### config.mk
export PLATFORM = sky130hd
export DESIGN_NAME = pmg_power_ctrl
export DESIGN_NICKNAME = d
export VERILOG_FILES = /design/src/pmg_pkg.sv /design/src/pmg_power_ctrl.sv
export SDC_FILE = /design/constraint.sdc
export NUM_CORES = 1
export LEC_CHECK = 0
export ABC_AREA = 1
export BUFFER_PORTS_ARGS = -buffer_cell sky130_fd_sc_hd__buf_2
export CAP_MARGIN = 20
export CORE_MARGIN = 8
export CORE_UTILIZATION = 50
export CTS_BUF_LIST = sky130_fd_sc_hd__clkbuf_2
export DETAILED_ROUTE_END_ITERATION = 6
export PLACE_DENSITY_LB_ADDON = 0.25
export RECOVER_POWER = 50
export SYNTH_ARGS = -nofsm -noshare
export SYNTH_HDL_FRONTEND = slang
export SYNTH_SLANG_ARGS = --single-unit
### constraint.sdc
create_clock -name pclk -period 2.9 [get_ports pclk]
set_input_delay 0.29 -clock pclk [delete_from_list [all_inputs] [get_ports pclk]]
set_output_delay 0.29 -clock pclk [all_outputs]
set_load 0.005 [all_outputs]
### src/pmg_pkg.sv
// Package: constants and types for power-mode control and peripheral clock gating
`default_nettype none

package pmg_pkg;

    // ==========================================================================
    // Register byte offsets on the APB slave
    localparam logic [7:0] PMG_OFF_PWR_CTRL = 8'h00;
    localparam logic [7:0] PMG_OFF_OSC_CTRL = 8'h04;
    localparam logic [7:0] PMG_OFF_GATE_LOCK = 8'h08;
    localparam logic [7:0] PMG_OFF_GATE_ANALOG = 8'h0C;
    localparam logic [7:0] PMG_OFF_GATE_DMA = 8'h24;
    localparam logic [7:0] PMG_OFF_STATUS = 8'h28;

    // ==========================================================================
    // Field positions
    localparam int PMG_VREG_STBY_BIT = 0;
    localparam int PMG_RET_EN_BIT = 1;
    localparam int PMG_SLEEP_SEL_BIT = 4;
    localparam int PMG_GATE_LOCK_BIT = 11;
    localparam int PMG_RET_FUSE_BIT = 2;

    // ==========================================================================
    // Values after reset
    localparam logic PMG_VREG_STBY_RST = 1'b0;
    localparam logic PMG_RET_EN_RST = 1'b0;
    localparam logic PMG_SLEEP_SEL_RST = 1'b0;
    localparam logic PMG_GATE_LOCK_RST = 1'b0;
    localparam logic PMG_DISABLE_RST = 1'b0;

    // ==========================================================================
    // Peripheral gate map: register number (1..7) and bit of each disable bit
    localparam int PMG_NPERIPH = 35;
    localparam int PMG_GATE_REG [PMG_NPERIPH] = '{
        1, 1, 1, 2, 2, 2, 2, 2, 2, 2, 3, 3, 3, 3, 3, 3, 3, 3, 3,
        4, 4, 4, 5, 5, 5, 5, 5, 5, 5, 5, 5, 5, 6, 6, 7};
    localparam int PMG_GATE_BIT [PMG_NPERIPH] = '{
        0, 12, 20, 0, 1, 2, 24, 25, 26, 27, 8, 9, 10, 11, 12, 13, 14, 15, 16,
        0, 1, 2, 0, 1, 2, 8, 9, 10, 16, 17, 18, 24, 0, 8, 4};
    // First timer (19), calendar clock (32), reference clock out (33)
    localparam logic [PMG_NPERIPH-1:0] PMG_RET_KEEP = 35'h3_0008_0000;

    // ==========================================================================
    // Power modes
    typedef enum logic [2:0] {
        PMG_RUN,
        PMG_IDLE,
        PMG_SLEEP,
        PMG_STBY_SLEEP,
        PMG_RET_SLEEP
    } pmg_mode_type;

    // Wake-up request bundle from the interrupt controller and watchdog
    typedef struct packed {
        logic irq_valid;
        logic [2:0] irq_prio;
        logic [2:0] cpu_prio;
        logic wdt_timeout;
    } pmg_wake_type;

endpackage

`default_nettype wire

### src/pmg_power_ctrl.sv
// Module: power-mode sequencer, peripheral clock gating and APB register slave
// ============================================================================
// Overview of operation
// - Regulator standby bit gives Standby Sleep
// - Sleep-capable peripherals also run in Standby Sleep
// - Retention Sleep needs fuse clear and enable
// - Retention keeps timer1, watchdog, calendar, refclock
// - Reset pin wake from retention forces power-on reset
// - Idle halts CPU, clocks keep running
// - Stop-in-idle peripherals halt in Idle
// - Halt with sleep select clear enters Idle
// - Halt with sleep select set enters Sleep
// - Idle exits only on higher-priority interrupt
// - Reset or watchdog time-out also ends Idle
// - Sleep select changes only when system unlocked
// - Disable bit stops its own peripheral's clock
// - Disabled peripheral ignores its register writes
// - Disable bit one disables, resets to zero
// - Lock bit freezes disable registers, writes complete
// - Lock bit changes only when system unlocked
// - Comparators bits 0-2, logic cells 24-27
// - UARTs 0-2, SPI 8-10, USB 24
// - I2C units at bits 16-18
// - Calendar 0, refclock 8, DMA bit 4
//
// Local design decisions: the APB register port and the placing of the registers.
`timescale 1ns/1ps
`default_nettype none

module pmg_power_ctrl #(
    parameter int NPERIPH = pmg_pkg::PMG_NPERIPH
) (
    input wire logic pclk,
    input wire logic presetn,
    input wire logic ce,
    input wire logic psel,
    input wire logic penable,
    input wire logic pwrite,
    input wire logic [7:0] paddr,
    input wire logic [31:0] pwdata,
    output logic [31:0] prdata,
    output logic pready,
    output logic pslverr,
    input wire logic sys_unlocked,
    input wire logic [31:0] power_config_word,
    input wire logic wait_exec,
    input wire pmg_pkg::pmg_wake_type wake_in,
    input wire logic master_clear_pin_n,
    input wire logic [NPERIPH-1:0] stop_in_idle,
    input wire logic [NPERIPH-1:0] sleep_capable,
    input wire logic [NPERIPH-1:0] periph_wr_req,
    input wire logic [5:0] periph_rd_sel,
    input wire logic [31:0] periph_rd_data,
    output logic [NPERIPH-1:0] periph_clk_en,
    output logic [NPERIPH-1:0] periph_wr_en,
    output logic [31:0] periph_rd_data_q,
    output logic cpu_halt,
    output logic regulator_standby,
    output logic retention_reg_on,
    output logic por_req,
    output pmg_pkg::pmg_mode_type power_mode
);

    // ========================================================================
    // Decoding helpers

    // Gate register number 1..7 named by the byte address, low two bits ignored, or zero outside PMG_OFF_GATE_ANALOG..PMG_OFF_GATE_DMA
    function automatic logic [2:0] gate_index(input logic [7:0] addr);
        logic [2:0] idx;
        idx = 3'd0;
        if (addr >= pmg_pkg::PMG_OFF_GATE_ANALOG && addr <= pmg_pkg::PMG_OFF_GATE_DMA)
        begin
            idx = 3'((addr - pmg_pkg::PMG_OFF_GATE_ANALOG) >> 2) + 3'd1;
        end
        return idx;
    endfunction

    // Any mapped register at this address
    function automatic logic is_mapped(input logic [7:0] addr);
        return (addr == pmg_pkg::PMG_OFF_PWR_CTRL) || (addr == pmg_pkg::PMG_OFF_OSC_CTRL)
            || (addr == pmg_pkg::PMG_OFF_GATE_LOCK) || (addr == pmg_pkg::PMG_OFF_STATUS)
            || (gate_index(addr) != 3'd0);
    endfunction

    // ========================================================================
    // Register state
    logic vreg_stby_r;
    logic ret_en_r;
    logic sleep_sel_r;
    logic gate_lock_r;
    logic [NPERIPH-1:0] dis_r;
    logic [NPERIPH-1:0] dis_nxt;
    pmg_pkg::pmg_mode_type mode_r;
    pmg_pkg::pmg_mode_type mode_nxt;
    logic master_clear_pin_s1_r;
    logic master_clear_pin_s2_r;
    logic [31:0] rd_mux;
    logic [NPERIPH-1:0] clk_en_nxt;

    // Write strobe taken at the access edge; pready is high there by design
    logic wr_take;
    logic [2:0] wr_gate;
    logic wake;
    logic ret_fuse_n;
    assign wr_take = psel && penable && pwrite && pready;
    assign wr_gate = gate_index(paddr);
    assign ret_fuse_n = power_config_word[pmg_pkg::PMG_RET_FUSE_BIT];
    // Interrupt must beat the CPU priority strictly; watchdog always wakes
    assign wake = (wake_in.irq_valid && (wake_in.irq_prio > wake_in.cpu_prio))
        || wake_in.wdt_timeout;

    // ========================================================================
    // APB slave: zero-wait, pready registered from the setup cycle and high in the access cycle
    always_ff @(posedge pclk or negedge presetn)
    begin
        if (!presetn)
        begin
            pready <= 1'b0;
            pslverr <= 1'b0;
            prdata <= 32'h0000_0000;
        end
        else if (ce)
        begin
            pready <= psel && !penable;
            pslverr <= psel && !penable && !is_mapped(paddr);
            prdata <= (psel && !penable && !pwrite) ? rd_mux : 32'h0000_0000;
        end
    end

    // Read data for every mapped register; holes read as zero
    always_comb
    begin
        rd_mux = 32'h0000_0000;
        if (paddr == pmg_pkg::PMG_OFF_PWR_CTRL)
        begin
            rd_mux[pmg_pkg::PMG_VREG_STBY_BIT] = vreg_stby_r;
            rd_mux[pmg_pkg::PMG_RET_EN_BIT] = ret_en_r;
        end
        else if (paddr == pmg_pkg::PMG_OFF_OSC_CTRL)
        begin
            rd_mux[pmg_pkg::PMG_SLEEP_SEL_BIT] = sleep_sel_r;
        end
        else if (paddr == pmg_pkg::PMG_OFF_GATE_LOCK)
        begin
            rd_mux[pmg_pkg::PMG_GATE_LOCK_BIT] = gate_lock_r;
        end
        else if (paddr == pmg_pkg::PMG_OFF_STATUS)
        begin
            rd_mux[2:0] = mode_r;
            rd_mux[3] = ret_fuse_n;
        end
        for (int i = 0; i < NPERIPH; i++)
        begin
            if (wr_gate != 3'd0 && 3'(pmg_pkg::PMG_GATE_REG[i]) == wr_gate)
            begin
                rd_mux[pmg_pkg::PMG_GATE_BIT[i]] = dis_r[i];
            end
        end
    end

    // ========================================================================
    // Power control bits; guarded like the other system registers
    always_ff @(posedge pclk or negedge presetn)
    begin
        if (!presetn)
        begin
            vreg_stby_r <= pmg_pkg::PMG_VREG_STBY_RST;
            ret_en_r <= pmg_pkg::PMG_RET_EN_RST;
        end
        else if (ce && wr_take && sys_unlocked && paddr == pmg_pkg::PMG_OFF_PWR_CTRL)
        begin
            vreg_stby_r <= pwdata[pmg_pkg::PMG_VREG_STBY_BIT];
            ret_en_r <= pwdata[pmg_pkg::PMG_RET_EN_BIT];
        end
    end

    // Sleep select moves only with the system unlocked
    always_ff @(posedge pclk or negedge presetn)
    begin
        if (!presetn)
        begin
            sleep_sel_r <= pmg_pkg::PMG_SLEEP_SEL_RST;
        end
        else if (ce && wr_take && sys_unlocked && paddr == pmg_pkg::PMG_OFF_OSC_CTRL)
        begin
            sleep_sel_r <= pwdata[pmg_pkg::PMG_SLEEP_SEL_BIT];
        end
    end

    // Gate lock moves only with the system unlocked
    always_ff @(posedge pclk or negedge presetn)
    begin
        if (!presetn)
        begin
            gate_lock_r <= pmg_pkg::PMG_GATE_LOCK_RST;
        end
        else if (ce && wr_take && sys_unlocked && paddr == pmg_pkg::PMG_OFF_GATE_LOCK)
        begin
            gate_lock_r <= pwdata[pmg_pkg::PMG_GATE_LOCK_BIT];
        end
    end

    // Disable bits: a locked write still completes on the bus, it just lands nowhere
    always_comb
    begin
        dis_nxt = dis_r;
        if (wr_take && !gate_lock_r && wr_gate != 3'd0)
        begin
            for (int i = 0; i < NPERIPH; i++)
            begin
                if (3'(pmg_pkg::PMG_GATE_REG[i]) == wr_gate)
                begin
                    dis_nxt[i] = pwdata[pmg_pkg::PMG_GATE_BIT[i]];
                end
            end
        end
    end

    always_ff @(posedge pclk or negedge presetn)
    begin
        if (!presetn)
        begin
            dis_r <= {NPERIPH{pmg_pkg::PMG_DISABLE_RST}};
        end
        else if (ce)
        begin
            dis_r <= dis_nxt;
        end
    end

    // ========================================================================
    // Reset pin synchroniser; only the second stage is looked at
    always_ff @(posedge pclk or negedge presetn)
    begin
        if (!presetn)
        begin
            master_clear_pin_s1_r <= 1'b1;
            master_clear_pin_s2_r <= 1'b1;
        end
        else if (ce)
        begin
            master_clear_pin_s1_r <= master_clear_pin_n;
            master_clear_pin_s2_r <= master_clear_pin_s1_r;
        end
    end

    // ========================================================================
    // Mode sequencer; device reset itself returns to run
    always_comb
    begin
        mode_nxt = mode_r;
        case (mode_r)
            pmg_pkg::PMG_RUN:
            begin
                if (wait_exec)
                begin
                    if (!sleep_sel_r)
                        mode_nxt = pmg_pkg::PMG_IDLE;
                    else if (!ret_fuse_n && ret_en_r)
                        mode_nxt = pmg_pkg::PMG_RET_SLEEP;
                    else if (vreg_stby_r)
                        mode_nxt = pmg_pkg::PMG_STBY_SLEEP;
                    else
                        mode_nxt = pmg_pkg::PMG_SLEEP;
                end
            end
            pmg_pkg::PMG_IDLE:
            begin
                if (wake)
                    mode_nxt = pmg_pkg::PMG_RUN;
            end
            pmg_pkg::PMG_SLEEP, pmg_pkg::PMG_STBY_SLEEP, pmg_pkg::PMG_RET_SLEEP:
            begin
                // A low-priority interrupt restarts peripheral clocks but keeps the CPU halted
                if (mode_r == pmg_pkg::PMG_RET_SLEEP && !master_clear_pin_s2_r)
                    mode_nxt = pmg_pkg::PMG_RUN;
                else if (wake)
                    mode_nxt = pmg_pkg::PMG_RUN;
                else if (wake_in.irq_valid)
                    mode_nxt = pmg_pkg::PMG_IDLE;
            end
            default:
            begin
                mode_nxt = pmg_pkg::PMG_RUN;
            end
        endcase
    end

    // Per-peripheral clock permission from the next mode and next disable bits
    always_comb
    begin
        case (mode_nxt)
            pmg_pkg::PMG_RUN:
                clk_en_nxt = ~dis_nxt;
            pmg_pkg::PMG_IDLE:
                clk_en_nxt = ~dis_nxt & ~stop_in_idle;
            pmg_pkg::PMG_SLEEP, pmg_pkg::PMG_STBY_SLEEP:
                clk_en_nxt = ~dis_nxt & sleep_capable;
            pmg_pkg::PMG_RET_SLEEP:
                clk_en_nxt = ~dis_nxt & pmg_pkg::PMG_RET_KEEP;
            default:
                clk_en_nxt = ~dis_nxt;
        endcase
    end

    // Mode and its registered outputs move together
    always_ff @(posedge pclk or negedge presetn)
    begin
        if (!presetn)
        begin
            mode_r <= pmg_pkg::PMG_RUN;
            power_mode <= pmg_pkg::PMG_RUN;
            cpu_halt <= 1'b0;
            regulator_standby <= 1'b0;
            retention_reg_on <= 1'b0;
            periph_clk_en <= '0;
        end
        else if (ce)
        begin
            mode_r <= mode_nxt;
            power_mode <= mode_nxt;
            cpu_halt <= mode_nxt != pmg_pkg::PMG_RUN;
            regulator_standby <= mode_nxt == pmg_pkg::PMG_STBY_SLEEP;
            retention_reg_on <= mode_nxt == pmg_pkg::PMG_RET_SLEEP;
            periph_clk_en <= clk_en_nxt;
        end
    end

    // Power-on reset request, one cycle, when the reset pin ends retention
    always_ff @(posedge pclk or negedge presetn)
    begin
        if (!presetn)
        begin
            por_req <= 1'b0;
        end
        else if (ce)
        begin
            por_req <= (mode_r == pmg_pkg::PMG_RET_SLEEP) && !master_clear_pin_s2_r;
        end
    end

    // ========================================================================
    // Peripheral register access gating; one cycle of latency on both paths
    always_ff @(posedge pclk or negedge presetn)
    begin
        if (!presetn)
        begin
            periph_wr_en <= '0;
            periph_rd_data_q <= 32'h0000_0000;
        end
        else if (ce)
        begin
            periph_wr_en <= periph_wr_req & ~dis_r;
            periph_rd_data_q <= (int'(periph_rd_sel) < NPERIPH && dis_r[periph_rd_sel])
                ? 32'h0000_0000 : periph_rd_data;
        end
    end
endmodule // pmg_power_ctrl

`default_nettype wire

# Word level (Yosys, flattened, before mapping)
# Cells that the tools add are included.
# totals
out_inout_bits,143
reg_bits,184
# op_classes
magnitude_cmp,5
addsub,2
n_bitwise,6
reduce_logical,43
eq_ne,18
muxes,96
# op_table
cell,count
AND 35 bit,3
NOT 35 bit,3
case mux 35 bit (3 select lines),1
2-to-1 mux 1 bit,76
2-to-1 mux 35 bit,1
2-to-1 mux 32 bit,1
2-to-1 mux 3 bit,10
2-to-1 mux 28 bit,1
logical AND 1 bit,25
== test 3 x 2 -> 1 bit (second input constant),4
== test 3 bit (first input constant),4
2-to-1 mux 4 bit,3
case mux 3 bit (3 select lines),1
nonzero test 3 bit,3
== test 8 x 3 -> 1 bit (second input constant),1
== test 8 x 4 -> 1 bit (second input constant),1
== test 8 x 6 -> 1 bit (second input constant),1
>= comparator 8 x 4 -> 1 bit (second input constant),1
less-or-equal comparator 8 x 6 -> 1 bit (second input constant),1
logical NOT 8 bit,1
less-than comparator 6 x 7 -> 1 bit (second input constant),1
binary-select mux 1 bit (select 6 bit),1
== test 2 x 3 -> 1 bit (first input constant),2
== test 3 x 1 -> 1 bit (second input constant),2
other kinds (12),22

# Logic depth before layout (Yosys ltp)
# Gate-level depths: netlist of the first run.
# depth
depth_word,11
ltp_mapped,18

# Worst setup path after synthesis of the first run
# Ideal clock, no wire load.
# synth_path
path_type,input to register
from,input port paddr[3]
to,register periph_clk_en[8]
path_stages,18
slack_ps,1107
setup_time_ps,116
arrival_ps,1677
cell_sequence,inv_1 ha_1 inv_1 nor2_1 nand2_1 nand2_2 nand2_2 clkinv_2 nand2_4 nand2_4 nand2_8 inv_6 nand2_4 buf_6 nand2_1 o21ai_2 nand2_1 nand2_1
# synth_between
elab_chain_len,9
word_cells_on_any_way,15
cone_classes,2 x add/sub; 2 x order compare; 1 x eq/ne; 4 x mux; 3 x bitwise; 3 x reduce/logical
# synth_rtl
item,line,rtl
from (decl),pmg_power_ctrl.sv:39,"input wire logic [7:0] paddr,"
"subtractor 5 x 4 -> 5 bit, or another cell as far along",pmg_power_ctrl.sv:73,idx = 3'((addr - pmg_pkg::PMG_OFF_GATE_ANALOG) >> 2) + 3'd1;
adder 3 x 1 -> 3 bit / logical AND 1 bit (equally long branches),"pmg_power_ctrl.sv:73, pmg_power_ctrl.sv:71",
2-to-1 mux 3 bit (*),pmg_power_ctrl.sv:71,if (addr >= pmg_pkg::PMG_OFF_GATE_ANALOG && addr <= pmg_pkg::PMG_OFF_GATE_DMA)
== test 2 x 3 -> 1 bit / nonzero test 3 bit (equally long branches),"pmg_power_ctrl.sv:211, pmg_power_ctrl.sv:207",
2-to-1 mux 1 bit / logical AND 1 bit (equally long branches),"pmg_power_ctrl.sv:211, pmg_power_ctrl.sv:207",
2-to-1 mux 35 bit (*),pmg_power_ctrl.sv:207,if (wr_take && !gate_lock_r && wr_gate != 3'd0)
NOT 35 bit (*),n/a,
"AND 35 bit, on equally long branches","pmg_power_ctrl.sv:298, pmg_power_ctrl.sv:296",
case mux 35 bit (3 select lines) (*),pmg_power_ctrl.sv:292,case (mode_nxt)
to (signal assigned),pmg_power_ctrl.sv:325,periph_clk_en <= clk_en_nxt;
to (decl),pmg_power_ctrl.sv:54,"output logic [NPERIPH-1:0] periph_clk_en,"
# Mark *: on every way between the ends. The rest lies on a longest branch, timed or not.
# A chain may end at the register's enable or synchronous reset.

# Worst setup path after layout of the first run
# layout_path
from,register mode_r[1]
to,register periph_clk_en[34]
# layout_between
elab_chain_len,7
word_cells_on_any_way,19
cone_classes,8 x eq/ne; 7 x mux; 4 x reduce/logical
# layout_rtl
item,line,rtl
from (decl),pmg_power_ctrl.sv:93,pmg_pkg::pmg_mode_type mode_r;
from (signal assigned),pmg_power_ctrl.sv:311,mode_r <= pmg_pkg::PMG_RUN;
from (signal assigned),pmg_power_ctrl.sv:320,mode_r <= mode_nxt;
== test 3 bit / 2-to-1 mux 3 bit (equally long branches),"pmg_power_ctrl.sv:252, pmg_power_ctrl.sv:275, pmg_power_ctrl.sv:279",
logical AND 1 bit / 2-to-1 mux 3 bit (equally long branches),"pmg_power_ctrl.sv:275, pmg_power_ctrl.sv:277",
2-to-1 mux 3 bit,pmg_power_ctrl.sv:275,if (mode_r == pmg_pkg::PMG_RET_SLEEP && !master_clear_pin_s2_r)
case mux 3 bit (3 select lines) (*),pmg_power_ctrl.sv:252,case (mode_r)
== test 3 x 2 -> 1 bit,pmg_power_ctrl.sv:292,
OR reduction 2 bit,pmg_power_ctrl.sv:292,
case mux 35 bit (3 select lines) (*),pmg_power_ctrl.sv:292,
# Marked as above.

==> flow_summary_export.csv, run 1 <==
group,metric,value,unit
detailed_routing,antenna_left,0,
detailed_routing,route.met3.wl,3.63,mm
critical_path,reg2reg_from,"mode_r[1]$_DFFE_PN0P_",
sta,min_period,2.73,ns
detailed_routing,routed-via-count,10400,
place,dp_hpwl,23.8,mm
critical_path,cp_slowest_cell,"dlygate4sd3_1",
min_path,min_to,"prdata[16]$_DFFE_PN0P_",
detailed_routing,drcViolationCount,0,
power,leakage,0.00713,µW
clock_network,cts.sinks,173,
synth,yosys.cell_types.count,44,
synth,synth_top_area_share,46.7,%
critical_path,critical_path.max_stage_delay,0.57,ns
clock_network,clkTransAtPathRegs,0.27,ns
synth,syn_area,0.00916,mm²
critical_path,start_kind,"flip-flop",
min_path,min_path_type,"input port to flip-flop",
sta,fin_crit_sh,94.1,%
detailed_routing,finalWirelength,35.6,mm
critical_path,cpMostUsedCell,"nand2_1",
detailed_routing,met1_length,13.8,mm
power,internal-power,3620,µW
synth,yosys-top-cells-area,"dfrtp_1, nand2_1, nand3_1, inv_1, o21ai_0",
power,power_frac_comb,27.0,%
finish,drive_gt1_share,24.2,%
place,place.gp.congestion,0.924,
place,port_buffers,320,
power,ir_worst_vdd,0.239,mV
outcome,status,"finished, violations left",
sta,slew_headroom,-60.5,%
place,place_area,0.0109,mm²
synth,avgSynthCellArea,7.58,µm²
global_routing,antenna_found_initial,4,
global_routing,grt_pass1_wl,53.5,mm
detailed_routing,route.met2.wl,17.3,mm
outcome,violations,"capacitance limit, slew limit",
sta,worstMarginPinSlew,2.41,ns
floorplan,die-area,0.0229,mm²
floorplan,die_width,151,µm
floorplan,start_util,51.0,%
synth,ys_seq_area_share,47.3,%
sta,rsz0062_at_grt,"false",
global_routing,first_global_vias,10000,
finish,area.growth.synth_to_final,39.1,%
clock_network,clk_path_buf_depth,2,
critical_path,arrival,3.43,ns
sta,finalMaxSlewViolations,95,
synth,synth_largest_area_cell,"dfrtp_1",
power,seqPwrFrac,52.1,%
global_routing,grt_start_max_net_pins,102,
synth,ys_ff_latch,173,
sta,hold_viol,0,
detailed_routing,top_layer_used,"met4",
power,p_per_area,433,mW/mm²
job,drv_cap,1,
critical_path,end_kind,"flip-flop",
sta,skew,0.0468,ns
detailed_routing,drtIter0Drc,772,
sta,fmax,367,MHz
synth,ys.flop_type,"dfrtp_1",
clock_network,htreeDepth,4,
clock_network,cts_tree,"yes",
power,power.share.switching,34.2,%
critical_path,critical_path_required,3.60,ns
critical_path,critPathKind,"flip-flop to flip-flop",
critical_path,reg2regPathDepth,13,
min_path,hold_path_startpoint,"pwrite",
critical_path,crit_chain,"nor2_2 -> and3_1 -> nand3_1 -> nand2_1 -> inv_4 -> buf_12 -> nand3_2 -> buf_8 -> o211ai_1 -> dlygate4sd3_1 -> nand2_1 -> nand2_1 -> nand2_1",
synth,synthArstFlopShare,100,%
detailed_routing,via_per_inst,5.43,
power,p_switching,1890,µW
finish,fin_area,0.0127,mm²
synth,synthCells,1208,
clock_network,clk_latency,0.76,ns
power,power_frac_clock,20.9,%
clock_network,root_buffer,"clkbuf_2",
finish,layout.nets,1904,
critical_path,reg2reg_slack,0.17,ns
clock_network,cts_setup_buffers,0,
global_routing,track_usage,29.9,%
critical_path,reg2reg_to,"periph_clk_en[34]$_DFFE_PN0P_",
synth,yosysWarnings,0,
global_routing,globalRouteOverflowTotal,0,
detailed_routing,post_drt_wl_per_cell,18.6,µm
critical_path,cp-startpoint,"mode_r[1]$_DFFE_PN0P_",
floorplan,die_h,151,µm
min_path,min_path_cells,5,
critical_path,cp_max_fo,34,
floorplan,coreArea,0.0180,mm²
synth,synth_edf_count,0,
sta,fin_setup_tns,0,ns
floorplan,rows,49,
detailed_routing,drt_pass1_iterations,5,
floorplan,io_pins,375,
sta,setup_viol,0,
clock_network,cts_inserted_buffers,17,
## critical path: cells and delay by family (launching register included)
family / cells / cell delay, ns
AO/OA/AOI/OAI: 1 / 0.13
buffers and inverters: 4 / 1.07
flip-flops: 1 / 0.46
AND/OR/NAND/NOR: 8 / 1.00
## power by group through the flow
| stage | Clock (µW) | Combinational [µW] | Sequential, µW |
|---|---|---|---|
| after CTS | 1180 | 1440 | 2860 |
| after global placement | 0 | 1230 | 2890 |
| after global routing | 1270 | 1630 | 2900 |
| after floorplan | 0 | 627 | 2880 |
| final | 1150 | 1490 | 2870 |
| after detailed placement | 0 | 1250 | 2900 |
## layout by cell type (no fill, tap or decap), drive strengths merged, types with 14 or more instances in the layout
cell type    synthesis  routed
a31oi               15      15
clkbuf              41      37
nand3              100     100
inv                113     114
dlygate4sd3          0     157
nand2              425     425
nand4               19      19
buf                 30     323
dfrtp              171     171
a21oi               47      47
a22o                14      14
nor2                72      72
o211ai              17      17
o21ai               78      78
or2                 21      21
## cell type report
cell class | instances | area [µm²]
Sequential cell | 173 | 4330
Multi-Input combinational cell | 860 | 4080
Clock inverter | 11 | 96.3
Fill cell | 1430 | 5220
Tap cell | 229 | 287
Timing Repair Buffer | 498 | 3400
Antenna cell | 6 | 15.0
Inverter | 114 | 442
Clock buffer | 19 | 95.1
## what timing repair did
item / CTS / global route
endpoints found under the hold margin: 237 / 0
endpoints found under the setup margin: 0 / 25
gates resized for setup: 0 / 9
hold buffers: 157 / 0
## metrics by stage
step	utilization (%)	hold WS (ns)	power [µW]	instances	setup slack (ns)
floorplan	-	-0.00559	3510	1218	1.11
detailed placement	60.9	0.426	4150	1715	0.518
global route	70.9	0.0169	5800	1908	0.00543
CTS	70.7	0.00356	5480	1902	0.128
finish	70.9	0.0612	5510	1910	0.172
global placement	60.9	0.432	4120	1715	0.575
## worst max-delay path by stage
stage                                          endpoint  slack [ns]  depth (start not counted)
after detailed placement  periph_clk_en[13]$_DFFE_PN0P_        0.52                         16
after CTS                  periph_clk_en[5]$_DFFE_PN0P_        0.13                         14
final                     periph_clk_en[34]$_DFFE_PN0P_        0.17                         13
after global placement    periph_clk_en[13]$_DFFE_PN0P_        0.57                         16
after global routing      periph_clk_en[14]$_DFFE_PN0P_       0.005                         15
after floorplan            periph_clk_en[8]$_DFFE_PN0P_        1.11                         18
## layer usage
metal  up-vias  global-route usage, %
met4         0                   8.96
li1       4831                      -
met3        70                   8.04
met5         -                      0
met1      4900                   37.6
met2       572                   49.4
## cell families (layout without fill, tap and decap cells)
kind of cell	count (synthesis)	after routing	share of synthesized area (%)
flops	173	173	47.3
other cells	1	17	0.0409
buf+inv	185	642	8.43
compound gates	196	196	13.2
fa+ha+maj	8	8	1.09
simple gates	644	644	29.8
xor+xnor	1	1	0.0956
## registers in the layout, summed over array words and instances, names as in the netlist, 3 cells and up
name	flops
dis_r	35
mode_r	3
periph_clk_en	35
periph_rd_data_q	32
periph_wr_en	35
prdata	21
## cell usage after synthesis, types with 4 or more instances
library cell	instances
inv_1	108
a21oi_1	47
ha_1	8
o211ai_1	17
a32o_1	9
nor3_1	5
nor2_1	69
or2_2	21
a31oi_1	15
a22oi_1	5
buf_2	12
buf_4	13
buf_1	4
o21ai_0	68
nand4_1	19
o21ai_2	8
nand2_1	418
clkbuf_1	41
nand3_1	99
inv_2	4
a22o_1	14
dfrtp_1	171
Power figures use the tool's default switching activity.
==> run 2: changes to the inputs <==
--- a/config.mk
+++ b/config.mk
@@ -8,12 +8,14 @@
 export ABC_AREA = 1
 export BUFFER_PORTS_ARGS = -buffer_cell sky130_fd_sc_hd__buf_2
 export CAP_MARGIN = 20
+export CORE_ASPECT_RATIO = 1.75
 export CORE_MARGIN = 8
 export CORE_UTILIZATION = 50
 export CTS_BUF_LIST = sky130_fd_sc_hd__clkbuf_2
 export DETAILED_ROUTE_END_ITERATION = 6
 export PLACE_DENSITY_LB_ADDON = 0.25
 export RECOVER_POWER = 50
+export SLEW_MARGIN = 10
 export SYNTH_ARGS = -nofsm -noshare
 export SYNTH_HDL_FRONTEND = slang
 export SYNTH_SLANG_ARGS = --single-unit
==> run 2 against run 1 <==
The run still ends with capacitance limit, slew limit left; fmax down 4.0%; first-iteration DRC count increased by 10%; via count up 1.6%; non-clock buffer count is 22 higher; die area up 0.75%; register-to-register slack improved by 0.02 ns; critical path type is now input port to flip-flop; critical endpoint is now prdata[3]$_DFFE_PN0P_; largest power group unchanged; highest routed layer unchanged.
==> flow_summary_export.csv, run 2 (synthesis gave the netlist of run 1 again) <==
group,metric,value,unit
global_routing,track_usage,31.5,%
detailed_routing,via_per_inst,5.44,
detailed_routing,finalWirelength,37.2,mm
power,ir_worst_vdd,0.259,mV
critical_path,start_kind,"input port",
global_routing,grt_start_max_net_pins,117,
finish,multi_input_area,0.00410,mm²
power,power_frac_comb,27.2,%
power,internal-power,3650,µW
min_path,min_path_type,"input port to flip-flop",
power,p_per_area,434,mW/mm²
sta,skew,0.0440,ns
place,place_area,0.0110,mm²
floorplan,start_util,51.0,%
floorplan,die_h,195,µm
power,seqPwrFrac,51.3,%
power,power,5610,µW
floorplan,die_width,118,µm
floorplan,io_pins,375,
clock_network,clkTransAtPathRegs,0.24,ns
global_routing,antenna_found_initial,3,
detailed_routing,antenna_left,0,
power,leakage,0.00716,µW
finish,fin_area,0.0129,mm²
power,power_frac_clock,21.5,%
finish,layout_commonest_cell,"nand2_1",
floorplan,rows,65,
outcome,violations,"capacitance limit, slew limit",
place,place.gp.congestion,0.930,
clock_network,cts_inserted_buffers,17,
critical_path,critical_path_required,3.60,ns
clock_network,cts.sinks,173,
sta,rsz0062_at_grt,"false",
power,p_switching,1960,µW
sta,setup_viol,0,
finish,reg_top3,"dis_r (35), periph_clk_en (35), periph_wr_en (35)",
finish,seq_area,0.00433,mm²
outcome,status,"finished, violations left",
critical_path,critPathKind,"input port to flip-flop",
global_routing,grt_pass1_wl,57.0,mm
critical_path,cp_max_fo,16,
global_routing,globalRouteOverflowTotal,0,
finish,layout.nets,1926,
sta,worstMarginPinSlew,1.99,ns
sta,finalMaxSlewViolations,162,
detailed_routing,drtIter0Drc,851,
clock_network,clk_path_buf_depth,2,
sta,fmax,352,MHz
finish,drive_gt1_share,23.4,%
finish,final_core_util,71.9,%
place,dp_hpwl,25.2,mm
floorplan,die-area,0.0231,mm²
sta,hold_viol,0,
sta,fin_crit_sh,98.0,%
sta,slew_headroom,-32.7,%
detailed_routing,drcViolationCount,0,
sta,fin_setup_tns,0,ns
power,power.share.switching,34.9,%
clock_network,clk_latency,0.77,ns
detailed_routing,post_drt_wl_per_cell,19.2,µm
detailed_routing,drt_pass1_iterations,5,
place,port_buffers,320,
job,drv_cap,2,
critical_path,end_kind,"flip-flop",
finish,fillers,1425,
clock_network,root_buffer,"clkbuf_2",
finish,area.growth.synth_to_final,41.2,%
finish,final_cell_mix,"nand2_1, buf_2, dlygate4sd3_1, dfrtp_1, inv_1",
detailed_routing,routed-via-count,10500,
clock_network,htreeDepth,4,
clock_network,cts_tree,"yes",
global_routing,first_global_vias,10900,
floorplan,coreArea,0.0180,mm²
sta,min_period,2.84,ns
critical_path,arrival,3.54,ns
## run 2: changes by cell type in the layout (fill, tap and decap cells not counted), moves of 3 or more
cell	change
nand2_1	-3
buf_4	+3
dlygate4sd3_1	+23
clkbuf_1	+8
buf_2	-9
diode_2	-3
## run 2: worst max-delay path, stage by stage
cell and delay (ns):
dlygate4sd3_1 0.55, buf_2 0.13, nor2_1 0.09, dlygate4sd3_1 0.63, nand2_1 0.09, nor2_1 0.14
buf_4 0.26, nand2_1 0.09, dlygate4sd3_1 0.57, o21ai_0 0.13, dlygate4sd3_1 0.56
## run 2: cell type report
cell class              instances  share of cell area, %
inverters                     114                   3.40
clock inverters                13                  0.919
repair buffers                520                   27.4
clock buffers                  18                  0.697
diodes                          3                 0.0581
well taps                     234                   2.26
multi-input cells             860                   31.7
flip-flops and latches        173                   33.5
## run 2: timing repair
item                                    4_1_cts  5_1_grt
resized for setup                             0        2
hold buffers                                180        0
hold endpoints to repair                    264        0
setup buffers                                 0        0
endpoints found under the setup margin        0        2
## run 2: layer usage
metal  share of wire (%)  routed length, µm  GRT usage [%]  vias up
li1                    -                  -              -     4859
met1                  34              12600           30.8     4981
met2                  50              18700           55.2      546
met3                 7.3               2730           7.16      149
met4                 8.5               3150           27.1        0
met5                   0                  0              0        -
## run 2: stage by stage
stage,hold WS (ns),setup slack [ns],instances
6_report,0.0776,0.0568,1935
4_1_cts,0.0155,0.204,1932
5_1_grt,0.0212,0.00990,1935
2_1_floorplan,-0.00559,1.11,1218
3_5_place_dp,0.372,0.438,1721
3_3_place_gp,0.365,0.498,1721
## run 2: power groups by stage
stage,clock network (µW),logic [µW],registers (µW)
after global routing,1320,1670,2910
after detailed placement,0,1280,2910
after floorplan,0,627,2880
after CTS,1240,1500,2860
final,1200,1530,2880
after global placement,0,1260,2900
## run 2: worst paths after layout
kind                            slack [ns]                         startpoint                                end  depth (start not counted)
worst max register to register        0.19              mode_r[1]$_DFFE_PN0P_      periph_clk_en[14]$_DFFE_PN0P_                         12
worst min register to register        0.48  master_clear_pin_s1_r$_DFFE_PN1P_  master_clear_pin_s1_r$_DFFE_PN1P_                          2
min in group asynchronous             0.55                            presetn       periph_clk_en[8]$_DFFE_PN0P_                          2
worst max-delay path                  0.06                            penable              prdata[3]$_DFFE_PN0P_                         11
max in group asynchronous             0.51                            presetn       periph_wr_en[21]$_DFFE_PN0P_                          3
worst min-delay path                  0.08                   sleep_capable[3]       periph_clk_en[3]$_DFFE_PN0P_                          6
